File: src/hw/cpe_cfg.svh
// Register offsets, field positions, reset values and scaling constants.
`ifndef CPE_CFG_SVH
`define CPE_CFG_SVH

// ------------------------------------------------------------------
// Register pointer values
// ------------------------------------------------------------------
`define CPE_ADDR_CFG      8'h00
`define CPE_ADDR_SHUNT    8'h01
`define CPE_ADDR_RAIL     8'h02
`define CPE_ADDR_POWER    8'h03
`define CPE_ADDR_CURRENT  8'h04
`define CPE_ADDR_SCALE    8'h05

// ------------------------------------------------------------------
// Configuration fields and reset values
// ------------------------------------------------------------------
`define CPE_CFG_AVG_LSB   9
`define CPE_CFG_RCT_LSB   6
`define CPE_CFG_SCT_LSB   3
`define CPE_CFG_MODE_LSB  0
`define CPE_CFG_RESET     16'h4127
`define CPE_SCALE_RESET   16'h0000

// ------------------------------------------------------------------
// Scaling
// ------------------------------------------------------------------
`define CPE_CUR_DIV       2048
`define CPE_PWR_DIV       20000
`define CPE_PWR_RATIO     25
`define CPE_RAIL_LSB_UV   1250
`define CPE_SHUNT_LSB_NV  2500

`endif

File: src/hw/cpe_pkg.sv
// Shared types of the current and power scaling engine.
package cpe_pkg;
  typedef logic [15:0] cpe_word_t;
  typedef logic [2:0]  cpe_sel_t;
endpackage

File: src/hw/cpe_engine.sv
// Current and power scaling engine with its register file.
//
// What this block does
// [RULE1] Current equals shunt code times scale factor, divided by 2048.
// [RULE2] Power equals current magnitude times rail code, divided by 20000.
// [RULE3] Power step is fixed at 25 current steps, not programmable.
// [RULE4] Current and power results read zero while no scale factor is loaded.
// [RULE5] After a scale factor write, later samples refresh current and power.
// [RULE6] Rail code counts in steps of 1.25 mV.
// [RULE7] Rail result top bit always reads zero.
// [RULE8] Shunt code counts in steps of 2.5 uV.
// [RULE9] Pointers: config 00, shunt 01, rail 02, power 03, current 04, scale 05.
// [RULE10] Config sets shunt time, rail time and averaging count independently.
// [RULE11] Host derives scale factor as 0.00512 over current step times shunt.
// [RULE12] Host may rescale the factor by measured over reported current.
// [RULE13] Current follows each shunt sample; power follows each rail sample.
// [RULE14] With averaging, sums accumulate; averages load after the last sample.
// [RULE15] Products are full width; quotients are truncated to 16 bits.
// [RULE16] Config and scale are read-write; result registers are read-only.
`timescale 1ns/1ps
`default_nettype none
`include "cpe_cfg.svh"

module cpe_engine #(
  parameter int AVG_BITS = 10
) (
  input  wire logic                     core_clk,
  input  wire logic                     reset_n,
  input  wire logic [7:0]               reg_addr,
  input  wire logic                     reg_wr_en,
  input  wire logic [15:0]              reg_wr_data,
  input  wire logic                     reg_rd_en,
  output logic      [15:0]              reg_rd_data,
  output logic                          reg_rd_valid,
  input  wire logic                     shunt_done,
  input  wire logic [15:0]              shunt_code,
  input  wire logic                     rail_done,
  input  wire logic [14:0]              rail_sense_code,
  output cpe_pkg::cpe_sel_t             shunt_ct_sel,
  output cpe_pkg::cpe_sel_t             rail_ct_sel,
  output cpe_pkg::cpe_sel_t             avg_sel,
  output cpe_pkg::cpe_sel_t             op_mode,
  output logic                          results_loaded
);

  // ------------------------------------------------------------------
  // Elaboration checks
  // ------------------------------------------------------------------
  if (AVG_BITS != 10) begin : g_bad_avg
    $error("AVG_BITS must be 10 to hold 1024 samples");
  end
  if (`CPE_RAIL_LSB_UV * `CPE_PWR_DIV != `CPE_PWR_RATIO * 1000000) begin : g_bad_ratio
    $error("Power step is not 25 current steps");  // RULE3
  end

  localparam int AW = 16 + AVG_BITS;

  // ------------------------------------------------------------------
  // State
  // ------------------------------------------------------------------
  cpe_pkg::cpe_word_t     cfg_ff, nxt_cfg;
  cpe_pkg::cpe_word_t     scale_ff, nxt_scale;
  cpe_pkg::cpe_word_t     shunt_reg_ff, nxt_shunt_reg;
  cpe_pkg::cpe_word_t     rail_reg_ff, nxt_rail_reg;
  cpe_pkg::cpe_word_t     current_ff, nxt_current;
  cpe_pkg::cpe_word_t     power_ff, nxt_power;
  cpe_pkg::cpe_word_t     cur_last_ff, nxt_cur_last;
  logic signed [AW-1:0]   shunt_acc_ff, nxt_shunt_acc;
  logic signed [AW-1:0]   cur_acc_ff, nxt_cur_acc;
  logic [AW-1:0]          rail_acc_ff, nxt_rail_acc;
  logic [AW-1:0]          pwr_acc_ff, nxt_pwr_acc;
  logic [AVG_BITS-1:0]    cnt_ff, nxt_cnt;
  cpe_pkg::cpe_word_t     rd_data_ff, nxt_rd_data;
  logic                   rd_valid_ff, nxt_rd_valid;
  logic                   loaded_ff, nxt_loaded;

  logic signed [32:0]     cur_prod_c;
  logic signed [32:0]     cur_quo_c;
  cpe_pkg::cpe_word_t     cur_calc_c;
  cpe_pkg::cpe_word_t     cur_abs_c;
  logic [30:0]            pwr_prod_c;
  logic [30:0]            pwr_quo_c;
  cpe_pkg::cpe_word_t     pwr_calc_c;
  logic [3:0]             avg_shift_c;
  logic [AVG_BITS-1:0]    last_cnt_c;
  logic signed [AW-1:0]   shunt_sum_c;
  logic signed [AW-1:0]   cur_sum_c;
  logic [AW-1:0]          rail_sum_c;
  logic [AW-1:0]          pwr_sum_c;
  logic signed [AW-1:0]   shunt_avg_c;
  logic signed [AW-1:0]   cur_avg_c;
  logic [AW-1:0]          rail_avg_c;
  logic [AW-1:0]          pwr_avg_c;

  // Averaging code to log2 of the sample count: 1,4,16,64,128,256,512,1024.
  function automatic logic [3:0] avg_log2(input cpe_pkg::cpe_sel_t code);
    logic [3:0] r;
    unique case (code)
      3'h0: r = 4'h0;
      3'h1: r = 4'h2;
      3'h2: r = 4'h4;
      3'h3: r = 4'h6;
      3'h4: r = 4'h7;
      3'h5: r = 4'h8;
      3'h6: r = 4'h9;
      3'h7: r = 4'ha;
    endcase
    return r;
  endfunction

  // ------------------------------------------------------------------
  // Arithmetic
  // ------------------------------------------------------------------
  always_comb begin
    cur_prod_c  = $signed(shunt_code) * $signed({1'b0, scale_ff});  // RULE15
    cur_quo_c   = cur_prod_c / 33'(`CPE_CUR_DIV);  // RULE1
    cur_calc_c  = cur_quo_c[15:0];  // RULE15
    cur_abs_c   = cur_last_ff[15] ? 16'(-cur_last_ff) : cur_last_ff;
    pwr_prod_c  = {15'h0000, cur_abs_c} * {16'h0000, rail_sense_code};  // RULE15
    pwr_quo_c   = pwr_prod_c / 31'(`CPE_PWR_DIV);  // RULE2
    pwr_calc_c  = pwr_quo_c[15:0];  // RULE15
    avg_shift_c = avg_log2(cfg_ff[`CPE_CFG_AVG_LSB +: 3]);
    last_cnt_c  = AVG_BITS'((32'h1 << avg_shift_c) - 32'h1);
    shunt_sum_c = shunt_acc_ff + AW'($signed(shunt_code));
    cur_sum_c   = cur_acc_ff + AW'($signed(cur_calc_c));
    rail_sum_c  = rail_acc_ff + AW'(rail_sense_code);
    pwr_sum_c   = pwr_acc_ff + AW'(pwr_calc_c);
    shunt_avg_c = shunt_acc_ff >>> avg_shift_c;  // RULE14
    cur_avg_c   = cur_acc_ff >>> avg_shift_c;  // RULE14
    rail_avg_c  = rail_sum_c >> avg_shift_c;  // RULE14
    pwr_avg_c   = pwr_sum_c >> avg_shift_c;  // RULE14
  end

  // ------------------------------------------------------------------
  // Next state
  // ------------------------------------------------------------------
  always_comb begin
    nxt_cfg       = cfg_ff;
    nxt_scale     = scale_ff;
    nxt_shunt_reg = shunt_reg_ff;
    nxt_rail_reg  = rail_reg_ff;
    nxt_current   = current_ff;
    nxt_power     = power_ff;
    nxt_cur_last  = cur_last_ff;
    nxt_shunt_acc = shunt_acc_ff;
    nxt_cur_acc   = cur_acc_ff;
    nxt_rail_acc  = rail_acc_ff;
    nxt_pwr_acc   = pwr_acc_ff;
    nxt_cnt       = cnt_ff;
    nxt_loaded    = 1'b0;
    nxt_rd_valid  = reg_rd_en;
    nxt_rd_data   = rd_data_ff;

    // Shunt sample: current is formed now from the shunt code.
    if (shunt_done) begin  // RULE13
      nxt_cur_last  = cur_calc_c;  // RULE5
      nxt_shunt_acc = shunt_sum_c;  // RULE8
      nxt_cur_acc   = cur_sum_c;  // RULE14
    end

    // Rail sample: power uses the previous current and closes one sample.
    if (rail_done) begin  // RULE13
      nxt_rail_acc = rail_sum_c;  // RULE6
      nxt_pwr_acc  = pwr_sum_c;  // RULE14
      nxt_cnt      = cnt_ff + 1'b1;
      if (cnt_ff == last_cnt_c) begin  // RULE14
        nxt_shunt_reg = shunt_avg_c[15:0];
        nxt_rail_reg  = {1'b0, rail_avg_c[14:0]};  // RULE7
        nxt_current   = cur_avg_c[15:0];
        nxt_power     = pwr_avg_c[15:0];
        // A shunt sample that lands with the closing rail sample opens the next block.
        nxt_shunt_acc = shunt_done ? AW'($signed(shunt_code)) : '0;  // RULE14
        nxt_cur_acc   = shunt_done ? AW'($signed(cur_calc_c)) : '0;
        nxt_rail_acc  = '0;
        nxt_pwr_acc   = '0;
        nxt_cnt       = '0;
        nxt_loaded    = 1'b1;
      end
    end

    // Host writes; result registers ignore writes.
    if (reg_wr_en) begin  // RULE16
      unique case (reg_addr)
        `CPE_ADDR_CFG: begin  // RULE10
          nxt_cfg       = reg_wr_data;
          nxt_shunt_acc = '0;
          nxt_cur_acc   = '0;
          nxt_rail_acc  = '0;
          nxt_pwr_acc   = '0;
          nxt_cnt       = '0;
        end
        `CPE_ADDR_SCALE: nxt_scale = reg_wr_data;  // RULE5
        default: ;
      endcase
    end

    // Results stay zero until a nonzero scale factor exists.
    if (nxt_scale == 16'h0000) begin  // RULE4
      nxt_current  = 16'h0000;
      nxt_power    = 16'h0000;
      nxt_cur_last = 16'h0000;
    end

    if (reg_rd_en) begin  // RULE9
      unique case (reg_addr)
        `CPE_ADDR_CFG:     nxt_rd_data = cfg_ff;
        `CPE_ADDR_SHUNT:   nxt_rd_data = shunt_reg_ff;
        `CPE_ADDR_RAIL:    nxt_rd_data = rail_reg_ff;
        `CPE_ADDR_POWER:   nxt_rd_data = power_ff;
        `CPE_ADDR_CURRENT: nxt_rd_data = current_ff;
        `CPE_ADDR_SCALE:   nxt_rd_data = scale_ff;
        default:           nxt_rd_data = 16'h0000;
      endcase
    end
  end

  always_ff @(posedge core_clk or negedge reset_n) begin
    if (!reset_n) begin
      cfg_ff       <= `CPE_CFG_RESET;
      scale_ff     <= `CPE_SCALE_RESET;
      shunt_reg_ff <= 16'h0000;
      rail_reg_ff  <= 16'h0000;
      current_ff   <= 16'h0000;
      power_ff     <= 16'h0000;
      cur_last_ff  <= 16'h0000;
      shunt_acc_ff <= '0;
      cur_acc_ff   <= '0;
      rail_acc_ff  <= '0;
      pwr_acc_ff   <= '0;
      cnt_ff       <= '0;
      rd_data_ff   <= 16'h0000;
      rd_valid_ff  <= 1'b0;
      loaded_ff    <= 1'b0;
    end else begin
      cfg_ff       <= nxt_cfg;
      scale_ff     <= nxt_scale;
      shunt_reg_ff <= nxt_shunt_reg;
      rail_reg_ff  <= nxt_rail_reg;
      current_ff   <= nxt_current;
      power_ff     <= nxt_power;
      cur_last_ff  <= nxt_cur_last;
      shunt_acc_ff <= nxt_shunt_acc;
      cur_acc_ff   <= nxt_cur_acc;
      rail_acc_ff  <= nxt_rail_acc;
      pwr_acc_ff   <= nxt_pwr_acc;
      cnt_ff       <= nxt_cnt;
      rd_data_ff   <= nxt_rd_data;
      rd_valid_ff  <= nxt_rd_valid;
      loaded_ff    <= nxt_loaded;
    end
  end

  assign reg_rd_data    = rd_data_ff;
  assign reg_rd_valid   = rd_valid_ff;
  assign results_loaded = loaded_ff;
  assign shunt_ct_sel   = cfg_ff[`CPE_CFG_SCT_LSB +: 3];  // RULE10
  assign rail_ct_sel    = cfg_ff[`CPE_CFG_RCT_LSB +: 3];  // RULE10
  assign avg_sel        = cfg_ff[`CPE_CFG_AVG_LSB +: 3];  // RULE10
  assign op_mode        = cfg_ff[`CPE_CFG_MODE_LSB +: 3];
endmodule  // cpe_engine

`default_nettype wire

File: config.mk
export PLATFORM = sky130hd
export DESIGN_NAME = cpe_engine
export DESIGN_NICKNAME = d
export VERILOG_FILES = /design/src/hw/cpe_pkg.sv /design/src/hw/cpe_engine.sv
export VERILOG_INCLUDE_DIRS = /design/src /design/src/hw
export SDC_FILE = /design/constraint.sdc
export NUM_CORES = 2
export LEC_CHECK = 0
export ABC_AREA = 1
export BUFFER_PORTS_ARGS = -buffer_cell sky130_fd_sc_hd__buf_2
export CAP_MARGIN = 20
export CORE_ASPECT_RATIO = 1.1
export CORE_MARGIN = 5
export CORE_UTILIZATION = 65
export CTS_CLUSTER_DIAMETER = 100
export DETAILED_ROUTE_END_ITERATION = 16
export HOLD_SLACK_MARGIN = 0.08
export PLACE_DENSITY = 0.82
export SLEW_MARGIN = 20
export SYNTH_ARGS = -nofsm -noshare
export SYNTH_HDL_FRONTEND = slang
export SYNTH_SLANG_ARGS = --single-unit
File: constraint.sdc
create_clock -name core_clk -period 26.6 [get_ports core_clk]
set_input_delay 1.33 -clock core_clk [delete_from_list [all_inputs] [get_ports core_clk]]
set_output_delay 1.33 -clock core_clk [all_outputs]
set_load 0.01 [all_outputs]
==> impl_metrics.sql <==
INSERT INTO impl_metrics (metric_group, metric, value, unit) VALUES
('sta', 'timing.slew.headroom', '28.72', '%'),
('yosys', 'synth_area_per_cell', '6.872', 'µm²'),
('detailed_routing', 'drt-wirelength-per-cell', '17.14', 'µm'),
('clock_network', 'cts-root-buf', 'clkbuf_16', ''),
('worst_hold_path', 'min-delay-path-class', 'reg -> reg', ''),
('setup_path', 'ff2ff_setup_slack', '2.60', 'ns'),
('sta', 'slew_viol_final', '0', ''),
('die', 'design.core.area', '62460', 'µm²'),
('clock_network', 'clk_slew_on_worst_s_h_paths', '0.06', 'ns'),
('placed_design', 'gp_congestion', '0.9835', ''),
('detailed_routing', 'drt-vias-per-instance', '5.742', ''),
('setup_path', 'required', '27.05', 'ns'),
('global_routing', 'remaining_overflow_grt', '0', ''),
('clock_network', 'clockBufferDepth', '3', ''),
('yosys', 'synth_area', '41000', 'µm²'),
('clock_network', 'clock_buffer_count_from_cts', '28', ''),
('sta', 'clock_skew', '0.06015', 'ns'),
('yosys', 'postSynthNetCount', '6709', ''),
('yosys', 'yosysWarningCount', '0', ''),
('yosys', 'synth_cell_type_count', '77', ''),
('global_routing', 'grt_start_max_net_pins', '119', ''),
('die', 'die_height', '273.4', 'µm'),
('detailed_routing', 'detailed_router_s_first_iteration_violation_count', '3556', ''),
('status', 'outcome', 'complete, no violations', ''),
('layout', 'final_layout_size_suffix_gt1_share', '8.700', '%'),
('yosys', 'ys_dominant_reg_cell', 'dfrtp_1', ''),
('setup_path', 'slowest_cell_delay_on_critical_path', '0.59', 'ns'),
('yosys', 'synth_edf_count', '0', ''),
('sta', 'finalSetupViolations', '0', ''),
('sta', 'setup_repair_after_global_routing_missed_its_margin', 'false', ''),
('clock_network', 'clock-sinks', '243', ''),
('sta', 'report.final.hold_viol_count', '0', ''),
('global_routing', 'first_pass_grt_wire_length', '190800', 'µm'),
('setup_path', 'critical-path-top-cell-by-count', 'nand2_1', ''),
('clock_network', 'cts_tree', 'done', ''),
('setup_path', 'setup.worst_path.class', 'reg -> reg', ''),
('global_routing', 'first_global_vias', '38408', ''),
('flow_run', 'timing.max_cap.violations', '0', ''),
('placed_design', 'place.port_buffers', '90', ''),
('yosys', 'ys_ff_latch', '243', ''),
('die', 'die_width', '249.5', 'µm'),
('layout', 'area.growth.synth_to_final', '4.438', '%'),
('die', 'row_count', '96', ''),
('clock_network', 'clock_latency_late_sink', '0.61', 'ns'),
('detailed_routing', 'postRouteAntennaNets', '0', ''),
('detailed_routing', 'post-route-drc-count', '0', ''),
('yosys', 'syn-instance-count', '5966', ''),
('yosys', 'synth_seq_area_share', '14.85', '%'),
('die', 'io_pins', '91', ''),
('setup_path', 'worstPathMaxFanout', '17', ''),
('die', 'starting_density', '65.64', '%'),
('layout', 'post_layout_nonfiller_instances', '6741', ''),
('die', 'fp.dieArea', '68200', 'µm²'),
('detailed_routing', 'via_count', '38710', ''),
('sta', 'hold_ws', '0.4871', 'ns'),
('global_routing', 'grt.total_usage', '33.52', '%'),
('setup_path', 'timing.critical_path.arrival', '24.46', 'ns'),
('sta', 'setup_tns', '0', 'ns'),
('sta', 'period_minus_slack', '24.00', 'ns'),
('setup_path', 'critPathCaptureType', 'flip-flop', ''),
('detailed_routing', 'finalWirelength', '115500', 'µm'),
('setup_path', 'start_kind', 'flip-flop', ''),
('yosys', 'synth-async-reset-ratio', '100.0', '%'),
('layout', 'nets', '6631', ''),
('placed_design', 'post-dp-hpwl', '90450', 'µm'),
('global_routing', 'antenna_found_initial', '0', ''),
('sta', 'tightest_slew', '1.068', 'ns'),
('sta', 'timing.fmax', '0.04166', 'GHz'),
('detailed_routing', 'detail_route.first_pass.iterations', '7', ''),
('layout', 'antennaDiodeCount', '0', ''),
('clock_network', 'ctsHoldBuffers', '0', ''),
('clock_network', 'cts-htree-levels', '1', ''),
('setup_path', 'crit_slowest_cell', 'dfrtp_2', ''),
('sta', 'final_min_period_over_clock_period', '90.24', '%'),
('placed_design', 'dp.cells', '6689', '');
[flip-flops by register name, summed over array words and instances (netlist names)]
register	cells
cur_acc_ff	26
pwr_acc_ff	26
rail_acc_ff	26
shunt_acc_ff	26
cfg_ff	16
cur_last_ff	16
current_ff	16
power_ff	16
reg_rd_data	16
scale_ff	16
shunt_reg_ff	16
rail_reg_ff	15
cnt_ff	10
reg_rd_valid	1
results_loaded	1
[layout by cell type (no fill, tap or decap), drive strengths merged, types with 8 or more instances in the layout]
| cell type | instances |
|---|---|
| nand4 | 54 |
| nor2 | 491 |
| o211ai | 28 |
| nor4 | 8 |
| ha | 304 |
| inv | 1124 |
| a221oi | 13 |
| o21ai | 340 |
| mux2i | 20 |
| o22ai | 58 |
| nor3 | 35 |
| clkinv | 33 |
| nand3b | 9 |
| o21bai | 13 |
| clkbuf | 34 |
| xor2 | 106 |
| fa | 378 |
| buf | 126 |
| or2 | 33 |
| xnor2 | 54 |
| dfrtp | 237 |
| o221ai | 28 |
| o31ai | 9 |
| a211oi | 13 |
| nand2 | 1687 |
| a21o | 10 |
| nand3 | 285 |
| a31oi | 24 |
| o21a | 9 |
| a21oi | 279 |
[layout make-up]
class | count | area (µm²)
clock buffers | 33 | 749.5
well taps | 833 | 1042
multi-input cells | 4339 | 29630
inverters | 1149 | 4317
flip-flops and latches | 243 | 6090
fillers | 5535 | 19650
clock inverters | 17 | 252.7
repair buffers | 127 | 738.2
[metrics by stage]
stage,setup WS [ns],util (%),area (µm²)
finish,2.595,68.55,42810
global placement,3.335,66.90,41780
global route,0.01138,68.55,42810
detailed placement,2.545,66.90,41780
CTS,2.515,68.50,42790
floorplan,5.965,-,41000
[routing by layer]
metal | vias up | routed length [µm] | global-route usage, %
met5 | - | 0 | 0
met4 | 0 | 6423 | 16.00
met3 | 407 | 8890 | 4.114
met2 | 1744 | 55960 | 58.84
met1 | 18148 | 44230 | 41.28
li1 | 18411 | - | -
[critical path: cells and delay by family, from the launching register on]
| kind | cells | cell delay, ns |
|---|---|---|
| AOI/OAI and AO/OA | 11 | 2.18 |
| xor gates and xnor gates | 1 | 0.15 |
| adders and majority gates | 10 | 3.95 |
| buffers and inverters | 15 | 1.72 |
| DFF | 1 | 0.59 |
| and+or+nand+nor | 122 | 15.23 |
[final timing paths]
path,from,to,cells past startpoint
worst min-delay path,cfg_ff[5],cfg_ff[5],2
worst max-delay path,cur_last_ff[0],power_ff[14],159
min in group asynchronous,reset_n,rail_acc_ff[20],1
worst min register to register,cfg_ff[5],cfg_ff[5],2
max in group asynchronous,reset_n,power_ff[8],3
worst max register to register,cur_last_ff[0],power_ff[14],159
[kinds of logic after synthesis]
| family | synth area share [%] |
|---|---|
| AO/OA/AOI/OAI | 12.17 |
| XOR/XNOR | 3.455 |
| adder cells (fa/ha/maj) | 27.74 |
| buffers and inverters | 13.04 |
| flip-flops | 14.85 |
| multiplexers | 0.4883 |
| other | 0.009147 |
| AND/OR/NAND/NOR | 28.25 |
[Yosys cell counts (54+ instances only)]
master | count | area share (%)
clkbuf_1 | 196 | 1.8
nand2_1 | 1535 | 14
o22ai_1 | 58 | 0.89
a21oi_1 | 272 | 3.3
dfrtp_1 | 237 | 14
nor2_1 | 439 | 4.0
inv_1 | 1085 | 9.9
nand3_1 | 259 | 3.2
xor2_1 | 105 | 2.2
fa_1 | 378 | 18
ha_1 | 304 | 9.3
o21ai_0 | 316 | 3.9
nand4_1 | 54 | 0.82
nand2_2 | 101 | 1.5
[timing repair]
item / CTS / global route
endpoints found under the setup margin: 0 / 11
buffers inserted: 0 / 2
gates resized for setup: 0 / 3
Power is not shown: default switching activity piles up to over one toggle a cycle in this logic, so the estimate is an artifact.
